<file path="config.mk">
export PLATFORM = sky130hd
export DESIGN_NAME = meb_top
export DESIGN_NICKNAME = d
export VERILOG_FILES = /design/src/logic/meb_pkg.sv /design/src/logic/meb_top.sv
export SDC_FILE = /design/constraint.sdc
export NUM_CORES = 1
export LEC_CHECK = 0
export ABC_CLOCK_PERIOD_IN_PS = 3720
export BUFFER_PORTS_ARGS = -buffer_cell sky130_fd_sc_hd__clkbuf_2
export CAP_MARGIN = 20
export CORE_AREA = 2 2 140 142
export CTS_CLUSTER_DIAMETER = 30
export DETAILED_ROUTE_END_ITERATION = 6
export DIE_AREA = 0 0 142 144
export PLACE_DENSITY_LB_ADDON = 0.12
export RECOVER_POWER = 50
export SLEW_MARGIN = 10
export SYNTH_ARGS = -nofsm -noshare
export SYNTH_HDL_FRONTEND = slang
export SYNTH_SLANG_ARGS = --single-unit
</file>
<file path="constraint.sdc">
create_clock -name clock -period 3.72 [get_ports clock]
set_input_delay 0.744 -clock clock [delete_from_list [all_inputs] [get_ports clock]]
set_output_delay 0.744 -clock clock [all_outputs]
set_load 0.005 [all_outputs]
</file>
<file path="src/logic/meb_pkg.sv">
`default_nettype none
// ----------------------------------------------------------------------------
// constants for the motion engine register bank
// ----------------------------------------------------------------------------
package meb_pkg;

  // bus geometry: word address, one register per 32-bit word
  localparam int ADDR_W  = 7;
  localparam int DATA_W  = 32;
  localparam int ENGINES = 16;

  // register indices, byte address is four times the index
  localparam logic [6:0] IDX_PAGE_SEL = 7'h02;
  localparam logic [6:0] IDX_ROUTE_A  = 7'h0F;
  localparam logic [6:0] IDX_ROUTE_B  = 7'h10;
  localparam logic [6:0] IDX_STAT_A   = 7'h13;
  localparam logic [6:0] IDX_STAT_B   = 7'h14;
  localparam logic [6:0] IDX_PAGE_RW  = 7'h17;
  localparam logic [6:0] IDX_BATCH    = 7'h44;
  localparam logic [6:0] IDX_EN_A     = 7'h46;
  localparam logic [6:0] IDX_EN_B     = 7'h47;
  localparam logic [6:0] IDX_LC_L     = 7'h48;
  localparam logic [6:0] IDX_LC_H     = 7'h49;
  localparam logic [6:0] IDX_LC_CLR   = 7'h4A;
  localparam logic [6:0] IDX_OUTS1    = 7'h4C;
  localparam logic [6:0] IDX_OUTS2    = 7'h4D;
  localparam logic [6:0] IDX_OUTS3    = 7'h4E;
  localparam logic [6:0] IDX_GLOBAL   = 7'h5F;

  // field positions
  localparam int BIT_LATCH    = 7;
  localparam int BIT_PWRITE   = 6;
  localparam int BIT_PREAD    = 5;
  localparam int BIT_BATCH    = 6;
  localparam int BIT_LC_DONE  = 1;
  localparam int BIT_LC_REQ   = 0;
  localparam int BIT_GLOBAL   = 1;
  localparam int PAGE_SEL_W   = 4;

  // reset values
  localparam logic [7:0]  RST_BYTE  = 8'h00;
  localparam logic [15:0] RST_COUNT = 16'h0000;
  localparam logic [31:0] RST_WORD  = 32'h00000000;

  // bus answer states, gray along idle -> ack -> idle
  typedef enum logic [1:0] {
    MEB_IDLE = 2'b00,
    MEB_ACK  = 2'b01
  } meb_bus_state_t;

endpackage : meb_pkg
`default_nettype wire

</file>
<file path="src/logic/meb_top.sv">
// How it works
// - high status byte flags pending events of engines 9 to 16.
// - latch mode 0 pulses the irq, 1 holds it until status read; resets 0.
// - page writes pass only while page write enable is 1; resets 0.
// - page reads pass only while page read enable is 1; resets 0.
// - page accesses use the four-bit page select at index 02h.
// - batching enable pushes step counter values into the fifo; resets 0.
// - each engine runs only while its enable bit is 1; resets 0.
// - long counter is an unsigned 16-bit value over two byte registers.
// - low counter register shows bits 7 to 0, resets zero.
// - high counter register shows bits 15 to 8, resets zero.
// - setting the clear request bit zeroes the long counter.
// - device sets clear-done after the counter clear; software cannot write it.
// - engine output byte holds eight axis and vector event flags.
// - vector flags report magnitude events apart from axis flags.
// - engine 1 to 3 output bytes sit at 4Ch, 4Dh, 4Eh.
// - second irq pin is the OR of routed engine events.
// - routing counts only while the global route bit is 1.
//
// Design decision made here: register access over Avalon-MM.
`timescale 1ns/1ps
`default_nettype none
module meb_top (
  input  wire logic                    clock,
  input  wire logic                    rst_n,
  input  wire logic [meb_pkg::ADDR_W-1:0] avs_address,
  input  wire logic                    avs_read,
  input  wire logic                    avs_write,
  input  wire logic [meb_pkg::DATA_W-1:0] avs_writedata,
  input  wire logic [3:0]              avs_byteenable,
  output logic                         avs_waitrequest,
  output logic [meb_pkg::DATA_W-1:0]   avs_readdata,
  input  wire logic [15:0]             engine_event,
  input  wire logic [7:0]              engine1_outs,
  input  wire logic [7:0]              engine2_outs,
  input  wire logic [7:0]              engine3_outs,
  input  wire logic                    long_count_tick,
  input  wire logic                    step_count_valid,
  input  wire logic [15:0]             step_count_value,
  input  wire logic                    page_wr_req,
  input  wire logic                    page_rd_req,
  output logic [15:0]                  engine_enable,
  output logic [3:0]                   page_select,
  output logic                         page_wr_go,
  output logic                         page_rd_go,
  output logic                         fifo_push,
  output logic [15:0]                  fifo_data,
  output logic                         second_irq_pin
);
  import meb_pkg::*;

  // --------------------------------------------------------------------------
  // reset release
  // --------------------------------------------------------------------------
  logic rst_meta_q;
  logic rst_sync_n;

  // async assert, release after two edges
  always_ff @(posedge clock or negedge rst_n) begin
    if (!rst_n) begin
      rst_meta_q <= 1'b0;
      rst_sync_n <= 1'b0;
    end else begin
      rst_meta_q <= 1'b1;
      rst_sync_n <= rst_meta_q;
    end
  end

  // --------------------------------------------------------------------------
  // bus slave handshake
  // --------------------------------------------------------------------------
  meb_bus_state_t state_q;
  logic           wait_q;
  logic [31:0]    rdata_q;
  logic [31:0]    rdata_d;
  logic           rd_take;
  logic           wr_commit;
  logic [7:0]     wbyte;

  // read data is captured at the first edge, write lands at the second
  assign rd_take   = avs_read && (state_q == MEB_IDLE);
  assign wr_commit = avs_write && (state_q == MEB_ACK) && avs_byteenable[0];
  assign wbyte     = avs_writedata[7:0];
  // one answer per request, waitrequest drops for exactly one cycle
  always_ff @(posedge clock or negedge rst_sync_n) begin
    if (!rst_sync_n) begin
      state_q <= MEB_IDLE;
      wait_q  <= 1'b1;
      rdata_q <= RST_WORD;
    end else begin
      case (state_q)
        MEB_IDLE: begin
          if (avs_read || avs_write) begin
            state_q <= MEB_ACK;
            wait_q  <= 1'b0;
            rdata_q <= avs_read ? rdata_d : RST_WORD;
          end
        end
        MEB_ACK: begin
          state_q <= MEB_IDLE;
          wait_q  <= 1'b1;
        end
        default: begin
          state_q <= MEB_IDLE;
          wait_q  <= 1'b1;
        end
      endcase
    end
  end

  assign avs_waitrequest = wait_q;
  assign avs_readdata    = rdata_q;
  a_bus_answer: assert property (@(posedge clock) disable iff (!rst_sync_n)
    (avs_read || avs_write) && wait_q |=> !wait_q ##1 wait_q)
    else $error("bus answer not one cycle after request");

  // --------------------------------------------------------------------------
  // control registers
  // --------------------------------------------------------------------------
  logic [3:0]  page_sel_q;
  logic [7:0]  route_a_q;
  logic [7:0]  route_b_q;
  logic        global_q;
  logic        latch_q;
  logic        pwrite_q;
  logic        pread_q;
  logic        batch_q;
  logic [15:0] en_q;

  // reserved bits are dropped on write so they always read zero
  always_ff @(posedge clock or negedge rst_sync_n) begin
    if (!rst_sync_n) begin
      page_sel_q <= RST_BYTE[3:0];
      route_a_q  <= RST_BYTE;
      route_b_q  <= RST_BYTE;
      global_q   <= RST_BYTE[0];
      latch_q    <= RST_BYTE[0];
      pwrite_q   <= RST_BYTE[0];
      pread_q    <= RST_BYTE[0];
      batch_q    <= RST_BYTE[0];
      en_q       <= RST_COUNT;
    end else if (wr_commit) begin
      case (avs_address)
        IDX_PAGE_SEL: page_sel_q <= wbyte[PAGE_SEL_W-1:0];
        IDX_ROUTE_A:  route_a_q  <= wbyte;
        IDX_ROUTE_B:  route_b_q  <= wbyte;
        IDX_GLOBAL:   global_q   <= wbyte[BIT_GLOBAL];
        IDX_PAGE_RW: begin
          latch_q  <= wbyte[BIT_LATCH];
          pwrite_q <= wbyte[BIT_PWRITE];
          pread_q  <= wbyte[BIT_PREAD];
        end
        IDX_BATCH:    batch_q    <= wbyte[BIT_BATCH];
        IDX_EN_A:     en_q[7:0]  <= wbyte;
        IDX_EN_B:     en_q[15:8] <= wbyte;
        default: begin
        end
      endcase
    end
  end

  assign engine_enable = en_q;
  assign page_select   = page_sel_q;

  // --------------------------------------------------------------------------
  // advanced page gating
  // --------------------------------------------------------------------------
  logic page_wr_q;
  logic page_rd_q;

  // a disabled page simply never sees the access
  always_ff @(posedge clock or negedge rst_sync_n) begin
    if (!rst_sync_n) begin
      page_wr_q <= 1'b0;
      page_rd_q <= 1'b0;
    end else begin
      page_wr_q <= page_wr_req && pwrite_q;
      page_rd_q <= page_rd_req && pread_q;
    end
  end

  assign page_wr_go = page_wr_q;
  assign page_rd_go = page_rd_q;
  a_page_wr_gate: assert property (@(posedge clock) disable iff (!rst_sync_n)
    page_wr_go |-> $past(page_wr_req) && $past(pwrite_q))
    else $error("page write passed while disabled");
  a_page_rd_gate: assert property (@(posedge clock) disable iff (!rst_sync_n)
    page_rd_req && !pread_q |=> !page_rd_go)
    else $error("page read passed while disabled");

  // --------------------------------------------------------------------------
  // step counter batching
  // --------------------------------------------------------------------------
  logic        push_q;
  logic [15:0] fdata_q;

  // value is held between pushes so the fifo may sample late
  always_ff @(posedge clock or negedge rst_sync_n) begin
    if (!rst_sync_n) begin
      push_q  <= 1'b0;
      fdata_q <= RST_COUNT;
    end else begin
      push_q <= step_count_valid && batch_q;
      if (step_count_valid && batch_q) begin
        fdata_q <= step_count_value;
      end
    end
  end

  assign fifo_push = push_q;
  assign fifo_data = fdata_q;
  a_batch_push: assert property (@(posedge clock) disable iff (!rst_sync_n)
    step_count_valid && batch_q |=> fifo_push && fifo_data == $past(step_count_value))
    else $error("step value not pushed");

  // --------------------------------------------------------------------------
  // engine events and pending flags
  // --------------------------------------------------------------------------
  logic [15:0] ev_gated;
  logic [15:0] pend_q;
  logic [15:0] pend_clr;

  // a disabled engine raises nothing
  assign ev_gated = engine_event & en_q;
  // status reads clear their byte; an event in that cycle still lands
  assign pend_clr = {{8{rd_take && avs_address == IDX_STAT_B}},
                     {8{rd_take && avs_address == IDX_STAT_A}}};

  always_ff @(posedge clock or negedge rst_sync_n) begin
    if (!rst_sync_n) begin
      pend_q <= RST_COUNT;
    end else begin
      pend_q <= (pend_q & ~pend_clr) | ev_gated;
    end
  end
  a_status_set: assert property (@(posedge clock) disable iff (!rst_sync_n)
    engine_event[12] && en_q[12] |=> pend_q[12])
    else $error("engine event lost from status");

  // --------------------------------------------------------------------------
  // second irq pin
  // --------------------------------------------------------------------------
  logic [15:0] route;
  logic        irq_q;

  assign route = {route_b_q, route_a_q};

  // pulse mode follows enabled events, latch mode follows pending flags
  always_ff @(posedge clock or negedge rst_sync_n) begin
    if (!rst_sync_n) begin
      irq_q <= 1'b0;
    end else if (latch_q) begin
      irq_q <= global_q && |(pend_q & route);
    end else begin
      irq_q <= global_q && |(ev_gated & route);
    end
  end

  assign second_irq_pin = irq_q;
  a_irq_global: assert property (@(posedge clock) disable iff (!rst_sync_n)
    !global_q |=> !second_irq_pin)
    else $error("irq raised with global route off");
  a_irq_pulse: assert property (@(posedge clock) disable iff (!rst_sync_n)
    !latch_q && global_q |=> second_irq_pin == |($past(ev_gated) & $past(route)))
    else $error("pulse mode irq mismatch");
  a_irq_latch: assert property (@(posedge clock) disable iff (!rst_sync_n)
    latch_q && global_q |=> second_irq_pin == |($past(pend_q) & $past(route)))
    else $error("latched irq mismatch");

  // --------------------------------------------------------------------------
  // engine output flags
  // --------------------------------------------------------------------------
  logic [2:0][7:0] outs_in;
  logic [7:0]      outs_q [0:2]; // unpacked: each generated process owns one entry

  assign outs_in = {engine3_outs, engine2_outs, engine1_outs};

  // bit7..0: +x -x +y -y +z -z +vector -vector, frozen while disabled
  for (genvar g = 0; g < 3; g++) begin : g_outs
    always_ff @(posedge clock or negedge rst_sync_n) begin
      if (!rst_sync_n) begin
        outs_q[g] <= RST_BYTE;
      end else if (en_q[g]) begin
        outs_q[g] <= outs_in[g];
      end
    end
  end
  a_outs_hold: assert property (@(posedge clock) disable iff (!rst_sync_n)
    !en_q[0] && avs_write |=> $stable(outs_q[0]))
    else $error("engine 1 flags changed while disabled");

  // --------------------------------------------------------------------------
  // long counter with clear handshake
  // --------------------------------------------------------------------------
  logic [15:0] lc_q;
  logic        lc_req_q;
  logic        lc_done_q;
  logic        lc_wr_req;

  assign lc_wr_req = wr_commit && (avs_address == IDX_LC_CLR) && wbyte[BIT_LC_REQ];

  // clear takes one cycle; the done flag is hardware-owned
  always_ff @(posedge clock or negedge rst_sync_n) begin
    if (!rst_sync_n) begin
      lc_q      <= RST_COUNT;
      lc_req_q  <= 1'b0;
      lc_done_q <= 1'b0;
    end else begin
      if (lc_req_q) begin
        lc_q <= RST_COUNT;
      end else if (long_count_tick) begin
        lc_q <= lc_q + 16'h0001;
      end
      // a new write request wins over the return to zero
      lc_req_q <= lc_wr_req ? 1'b1 : 1'b0;
      if (lc_req_q) begin
        lc_done_q <= 1'b1;
      end else if (lc_wr_req) begin
        lc_done_q <= 1'b0;
      end
    end
  end
  a_count_clear: assert property (@(posedge clock) disable iff (!rst_sync_n)
    lc_req_q |=> lc_q == 16'h0000 && lc_done_q)
    else $error("long counter not cleared");
  a_req_return: assert property (@(posedge clock) disable iff (!rst_sync_n)
    lc_req_q && !lc_wr_req |=> !lc_req_q)
    else $error("clear request stuck");
  a_count_step: assert property (@(posedge clock) disable iff (!rst_sync_n)
    long_count_tick && !lc_req_q |=> lc_q == $past(lc_q) + 16'h0001)
    else $error("long counter did not advance");

  // --------------------------------------------------------------------------
  // read mux
  // --------------------------------------------------------------------------
  // unmapped indices read zero; read-only ones ignore writes
  always_comb begin
    rdata_d = RST_WORD;
    case (avs_address)
      IDX_PAGE_SEL: rdata_d[3:0] = page_sel_q;
      IDX_ROUTE_A:  rdata_d[7:0] = route_a_q;
      IDX_ROUTE_B:  rdata_d[7:0] = route_b_q;
      IDX_GLOBAL:   rdata_d[BIT_GLOBAL] = global_q;
      IDX_STAT_A:   rdata_d[7:0] = pend_q[7:0];
      IDX_STAT_B:   rdata_d[7:0] = pend_q[15:8];
      IDX_PAGE_RW: begin
        rdata_d[BIT_LATCH]  = latch_q;
        rdata_d[BIT_PWRITE] = pwrite_q;
        rdata_d[BIT_PREAD]  = pread_q;
      end
      IDX_BATCH:    rdata_d[BIT_BATCH] = batch_q;
      IDX_EN_A:     rdata_d[7:0] = en_q[7:0];
      IDX_EN_B:     rdata_d[7:0] = en_q[15:8];
      IDX_LC_L:     rdata_d[7:0] = lc_q[7:0];
      IDX_LC_H:     rdata_d[7:0] = lc_q[15:8];
      IDX_LC_CLR: begin
        rdata_d[BIT_LC_DONE] = lc_done_q;
        rdata_d[BIT_LC_REQ]  = lc_req_q;
      end
      IDX_OUTS1:    rdata_d[7:0] = outs_q[0];
      IDX_OUTS2:    rdata_d[7:0] = outs_q[1];
      IDX_OUTS3:    rdata_d[7:0] = outs_q[2];
      default:      rdata_d = RST_WORD;
    endcase
  end

endmodule // meb_top
`default_nettype wire

</file>
== After elaboration in Yosys (flattened, before gate mapping) ==
Index checks and enable logic that the tools add are counted.
Word-level totals
  register bits: 156
  input bits: 107
  output and inout bits: 73
Cells by class
  $add $sub $neg: 1
  equal/unequal tests: 18
  mux-type cells: 18
  bitwise logic cells: 6
  reduce and logical (&&, ||, !) cells: 27
Operator list (count)
  $eq 7x7->1 const B: 10
  $and 16x16->16: 4
  $mux 16: 2
  $reduce_or 16->1: 2
  $eq 7x5->1 const B: 4
  $pmux 1 s13: 2
  $pmux 1 s12: 2
  $pmux 2 s12: 1
  $reduce_and 2->1: 9
  $add 16x1->16 const B: 1
  $not 16->16: 1
  $or 16x16->16: 1
  $pmux 1 s14: 1
  $logic_and 1x1->1: 12
  $pmux 1 s11: 1
  $mux 8: 1
  $eq 7x2->1 const B: 1
  $eq 7x4->1 const B: 1
  $mux 1: 6
  $mux 2: 2
  $reduce_bool 2->1: 2
  $eq 2x1->1 const B: 1
  $logic_not 2->1: 1
  $ne 2x1->1 const B: 1
  $logic_or 1x1->1: 1

== Depth between registers and ports, before layout ==
Gate-level depths: netlist (run 1).
  depth after elaboration: 7
  mapped depth: 7

== Least setup slack after synthesis (run 1) ==
OpenSTA, ideal clock, no wires.
  path type: input to register
  start: in avs_address[3] in the netlist's numbering
  end: reg en_q[0], in the netlist engine_enable[0]
  setup time: 125 ps
  arrival: 2036 ps
  slack: 1559 ps
  cell stages on the path: 7
  buffers on the path: 2
  cell sequence: buf_2 > nor2b_1 > clkbuf_2 > and2_1 > nand2_2 > nor3_4 > mux2_2
Between the ends
  word-level cells in the longest chain between the ends: 2
Ends and longest elaborated chain
  start, declared: line meb_top.sv:26  | input wire logic [meb_pkg::ADDR_W-1:0] avs_address,
  $eq 7x7->1: line meb_top.sv:143  | case (avs_address)
  $reduce_and 2->1 (no line)
  end signal, assigned: line meb_top.sv:154  | IDX_EN_A: en_q[7:0] <= wbyte;
  end, declared: line meb_top.sv:128  | logic [15:0] en_q;
Every way passes these cells.
A chain may end at the register's enable or synchronous reset.

== Worst setup path in the final report (run 1) ==
  start: in avs_address[2] in the netlist's numbering
  end: reg route_a_q[1]
Between the ends
  word-level cells in the longest chain between the ends: 2
Ends and longest elaborated chain
  $eq 7x4->1: line meb_top.sv:143
  $reduce_and 2->1 (no line)
  end signal, assigned: line meb_top.sv:145  | IDX_ROUTE_A: route_a_q <= wbyte;
  end, declared: line meb_top.sv:121  | logic [7:0] route_a_q;
Every way passes these cells.

==> results.toml, run 1 <==
[sta]
setup_viol = 0
timing.final.crit_share_pct = 62.9
min_period_ps = 2340
fin_tns_setup_ps = 0
whs_ps = 97.5
hold_violations = 0
drv_slew = 50
fin_skew_ps = 6.51
relSlewSlack_pct = -42.5
rsz0062_at_grt = "no"
clock.fmax_mhz = 427
tightest_slew_ps = 2140

[setup_path]
crit_path_max_fanout = 20
crit_path_start_kind = "input port"
endpoint_kind = "register"
cpPeakStageDelay_ps = 490
r2r_slack_ps = 1540
worstPathArrival_ps = 2650
crit_slowest_cell = "and2_1"
timing.rr.start = "rst_sync_n$_DFF_PN0_"
worstSetupPathType = "in2reg"
startpoint = "avs_address[2]"
cp_data_required_time_ps = 4030
crit_chain = "clkbuf_2, nand4_1, and2b_1, and2_1, mux2_2"

[route]
num_vias = 5375
vias_per_cell = 5.63
wire_per_inst_um = 21.9
drc_errors = 0
ant_nets = 0
drtIter0Drc = 456
dr.pass1.iters = 5
finalWirelength_mm = 20.9

[synthesis]
synth_top_area_share_pct = 49.7
yosys_warnings = 0
syn_inst = 578
ys_seq_area_share_pct = 50.1
synth.avg_cell_area_sq_um = 11.3
ys_seq_elements = 131
synth_area_leaders = "dfrtp_1 (50%), mux2_2 (14%), buf_4 (2.8%)"
synth_edf_count = 0
synth.distinct_cells = 69
syn_area_sq_mm = 0.00655
synth_ff_type = "dfrtp_1"
synthArstFlopShare_pct = 100
synth_top_area_cell = "dfrtp_1"

[clocking]
clk_latency_ps = 420
clkTransAtPathRegs_ps = 60
tritoncts = "yes"
cts_root_buffer = "clkbuf_16"
cts_sinks = 131
hold_buffers = 0
postCtsSetupRepairBufs = 0
cts_buffer_depth = 2
cts_resized = 0
cts_buffers = 17
htreeDepth = 4

[power]
powerDensity_mw_per_mm2 = 506
ir_drop_mv = 0.315
finalPower_mw = 4.02
p_leak_nw = 3.76

[global_route]
globalRoute.busiestLayer = "met2"
antenna_found_initial = 0
grt_usage_pct = 21.3
overflow = 0
grtUsageMet1_pct = 28.4
grt_util_met3_pct = 4.90
grt_max_degree = 81
grt_pass1_vias = 5446
grt_pass1_wl_mm = 32.3
grt_util_met2_pct = 33.2

[hold_path]
hold_class = "in2async"

[die]
chipHeight_um = 144
die_w_um = 142
coreArea_sq_mm = 0.0191
ios = 180
dieArea_sq_mm = 0.0204
start_util_pct = 34.3
row_count = 51

[finish]
area_growth_pct = 21.1
layout-drive-gt1-share_pct = 36.0
nets = 812
final_common_cell = "dfrtp_1"
antenna_cells = 0
layout_common_cells = "dfrtp_1 (130), clkbuf_2 (125), mux2_2 (82)"

[run_status]
violations = "max-capacitance violations, max-slew violations"
outcome = "finished with violations"

[placed_design]
hpwl_mm = 15.6
place_congestion = 0.953
port_buffers = 128

[flow_run]
cap_violations = 1
-- area by class of cell --
cell class	instances	area (sq um)
Tap cell	238	298
Timing Repair Buffer	138	721
Clock inverter	14	153
Clock buffer	18	439
Sequential cell	131	3280
Multi-Input combinational cell	410	3020
Fill cell	1891	11100
Inverter	6	22.5
-- cells by family after synthesis --
kind of cell,Yosys count,synth area share [%]
DFF,131,50.1
and+or+nand+nor,167,14.2
buffers and inverters,60,5.10
AOI/OAI and AO/OA,111,12.8
adders and majority gates,1,0.191
other,2,0.115
xor gates and xnor gates,11,1.47
muxes,95,16.1
-- synthesized netlist by cell type (3+ instances only) --
library cell    n
a21o_1          3
a21oi_1         9
a221oi_1        7
a22o_1         20
a22oi_1        15
a2bb2oi_1       3
a31oi_1         7
a32o_1          4
a32oi_1         6
and2_0          3
and2_1          5
and3_1          7
buf_2          14
buf_4          24
clkbuf_1       14
dfrtp_1       130
inv_1           5
mux2_2         82
mux2i_1        13
nand2_1        37
nand3_1        32
nand4_1        14
nor2_1         25
nor2b_1         6
nor3_1          8
o21ai_0        14
o22ai_1         5
or3_1           4
xor2_1          9
-- power breakdown --
group | internal, mW | switching (mW)
sequential | 1.63 | 0.213
clock | 1.01 | 0.682
combinational | 0.255 | 0.233
-- critical path, delay by kind of cell --
kind / cells / cell delay, ps
buf+inv: 1 / 390
simple gates: 3 / 1100
mux: 1 / 390
-- through the flow --
step           cell area [sq um]  worst slack [ps]  std cells  utilization [%]
5_1_grt                     7940              1090        955             41.6
3_3_place_gp                7360              1020        923             38.6
2_1_floorplan               6640              1540        601                -
3_5_place_dp                7360               988        923             38.6
6_report                    7940              1380        955             41.6
4_1_cts                     7950              1440        955             41.7
-- metal layers --
metal / part of all wire, % / wire [um] / up-vias
li1: - / - / 2378
met1: 43 / 9060 / 2688
met2: 46 / 9670 / 268
met3: 7.6 / 1600 / 41
met4: 2.9 / 614 / 0
met5: 0 / 0 / -
-- sequential cells by signal, summed over array words and instances, names as in the netlist, 4 cells and up --
register	flops
fifo_data	16
outs_q	24
engine_enable	16
avs_readdata	8
route_b_q	8
lc_q	16
pend_q	16
route_a_q	8
page_select	4
-- worst paths after layout --
path / to / cells after the start
worst max-delay path: route_a_q[1]$_DFFE_PN0P_ / 5
worst min-delay path: rst_sync_n$_DFF_PN0_ / 1
worst max register to register: route_b_q[5]$_DFFE_PN0P_ / 1
worst min register to register: rst_sync_n$_DFF_PN0_ / 0
max in group asynchronous: route_b_q[5]$_DFFE_PN0P_ / 1
min in group clock: rst_sync_n$_DFF_PN0_ / 0
No activity file was read; power rests on OpenSTA's default activity.
==> run 2, diff against run 1 <==
Settings changed: ABC_CLOCK_PERIOD_IN_PS 3720 to 2100.
Clock period 3.72 ns to 2.1 ns, I/O delays scaled along.
==> run 2 against run 1 <==
Compared with the run above:
- first-iteration DRC count shrank 14%
- combinational power is 93% higher
- critical path type is now reg2out
- register-to-register slack got worse by 1200 ps
- routed wire length grew 5.5%
- global-route usage rose by 1.0 points
- setup slack lost 1000 ps
- sequential share of layout area shrank 2.2 points
- flip-flop and latch count did not move
- the flow now finishes without violations
- critical path depth is 4 lower
- via count grew 3.2%
- clock skew is 0.77 ps higher
- power rose by 80%
==> results.toml, run 2 (synthesized netlist as in run 1, its figures left out) <==
[setup_path]
cp_top_family = "flip-flops"
reg2reg_depth = 3
endpoint_kind = "primary output"
timing.rr.start = "batch_q$_DFFE_PN0P_"
crit_slowest_cell = "dfrtp_1"
path_buf_inv = 1
crit_path_max_fanout = 13
r2r_slack_ps = 380
worstPathArrival_ps = 1350
cpPeakStageDelay_ps = 710
worstSetupPathType = "reg2out"
crit_chain = "clkbuf_2"
cp_data_required_time_ps = 1680
r2r_end = "fifo_data[14]$_DFFE_PN0P_"
crit_path_start_kind = "register"

[global_route]
grt_usage_pct = 22.3
grt_max_degree = 77
antenna_found_initial = 0
grt_pass1_vias = 5550
grt_pass1_wl_mm = 33.6
overflow = 0

[route]
ant_nets = 0
wire_per_inst_um = 22.0
dr.pass1.iters = 5
drc_errors = 0
drtIter0Drc = 391
finalWirelength_mm = 22.1
vias_per_cell = 5.51
num_vias = 5548

[finish]
antenna_cells = 0
layout_common_cells = "dfrtp_1 (130), clkbuf_2 (127), mux2_2 (82)"
largest_register_ffs = 24
layout-drive-gt1-share_pct = 40.1
fillCellCount = 1863
nets = 863
ff_latch_area_sq_mm = 0.00328
largest_register = "outs_q"
area_growth_pct = 28.1
final_common_cell = "dfrtp_1"
multi_input_area_sq_mm = 0.00302

[power]
p_leak_nw = 4.05
ir_drop_mv = 0.536
powerDensity_mw_per_mm2 = 863

[die]
chipHeight_um = 144
start_util_pct = 34.3
dieArea_sq_mm = 0.0204
coreArea_sq_mm = 0.0191
row_count = 51
ios = 180
die_w_um = 142

[clocking]
cts_resized = 0
postCtsSetupRepairBufs = 0
cts_buffers = 17
htreeDepth = 4
hold_buffers = 1
clkTransAtPathRegs_ps = 60
clk_latency_ps = 420
tritoncts = "yes"
cts_sinks = 131
cts_root_buffer = "clkbuf_16"
cts_buffer_depth = 2

[sta]
timing.final.crit_share_pct = 84.2
min_period_ps = 1770
setup_viol = 0
fin_skew_ps = 7.28
rsz0062_at_grt = "no"
relSlewSlack_pct = 42.3
whs_ps = 218
fin_tns_setup_ps = 0
hold_violations = 0
clock.fmax_mhz = 565
tightest_slew_ps = 865
drv_slew = 0
setup_slack_ps = 332

[hold_path]
min_to = "page_wr_go$_DFF_PN0_"
hold_class = "in2reg"
whs_path_depth = 2
worstHoldStart = "page_wr_req"

[placed_design]
hpwl_mm = 17.0
dp_slack_ps = -0.997
port_buffers = 128
place_congestion = 0.891

[run_status]
outcome = "completed"

[flow_run]
cap_violations = 0
## run 2: changes by cell type in the layout (fill, tap and decap cells not counted), sizes merged
cell / previous run / this run
buf: 9 / 58
clkbuf: 147 / 150
clkinvlp: 4 / 1
dlygate4sd3: 0 / 1
inv: 9 / 10
## run 2: final cells by class
| class | instances | share of cell area [%] |
|---|---|---|
| clock buffers | 20 | 5.44 |
| clock inverters | 12 | 1.73 |
| inverters | 6 | 0.268 |
| multi-input cells | 410 | 36.0 |
| flip-flops and latches | 131 | 39.1 |
| well taps | 238 | 3.55 |
| repair buffers | 189 | 13.9 |
## run 2: power by group
part           switching, mW  leakage (nW)  internal (mW)
Combinational          0.442          2.00          0.501
Sequential             0.376          1.76           2.88
Clock                   1.21         0.294           1.84
Total                   2.03          4.05           5.22
## run 2: how the worst max path moves through the flow
stage / startpoint / end / slack (ps) / depth (start not counted)
finish: engine_enable[2]$_DFFE_PN0P_ / engine_enable[2] / 330 / 1
global route: batch_q$_DFFE_PN0P_ / fifo_data[14]$_DFFE_PN0P_ / 240 / 3
CTS: engine_enable[2]$_DFFE_PN0P_ / engine_enable[2] / 280 / 1
detailed placement: avs_address[0] / lc_done_q$_DFFE_PN0P_ / -1 / 7
global placement: avs_address[0] / lc_done_q$_DFFE_PN0P_ / -6 / 7
floorplan: avs_address[3] / engine_enable[0]$_DFFE_PN0P_ / 260 / 7
## run 2: layer usage
metal | vias to the layer above | GRT usage [%] | share of wire, %
met2 | 225 | 35.7 | 47
met1 | 2808 | 30.2 | 46
met4 | 0 | 8.47 | 2.6
met3 | 38 | 4.07 | 5.1
li1 | 2477 | - | -
met5 | - | 0 | 0
## run 2: stage by stage
| stage | area [sq um] | cells | util (%) | power (mW) |
|---|---|---|---|---|
| after floorplan | 6640 | 601 | - | 3.74 |
| after global placement | 7790 | 973 | 40.8 | 4.21 |
| after detailed placement | 7790 | 973 | 40.8 | 4.24 |
| after CTS | 8410 | 1006 | 44.1 | 7.31 |
| after global routing | 8390 | 1006 | 44.0 | 7.57 |
| final | 8390 | 1006 | 44.0 | 7.24 |
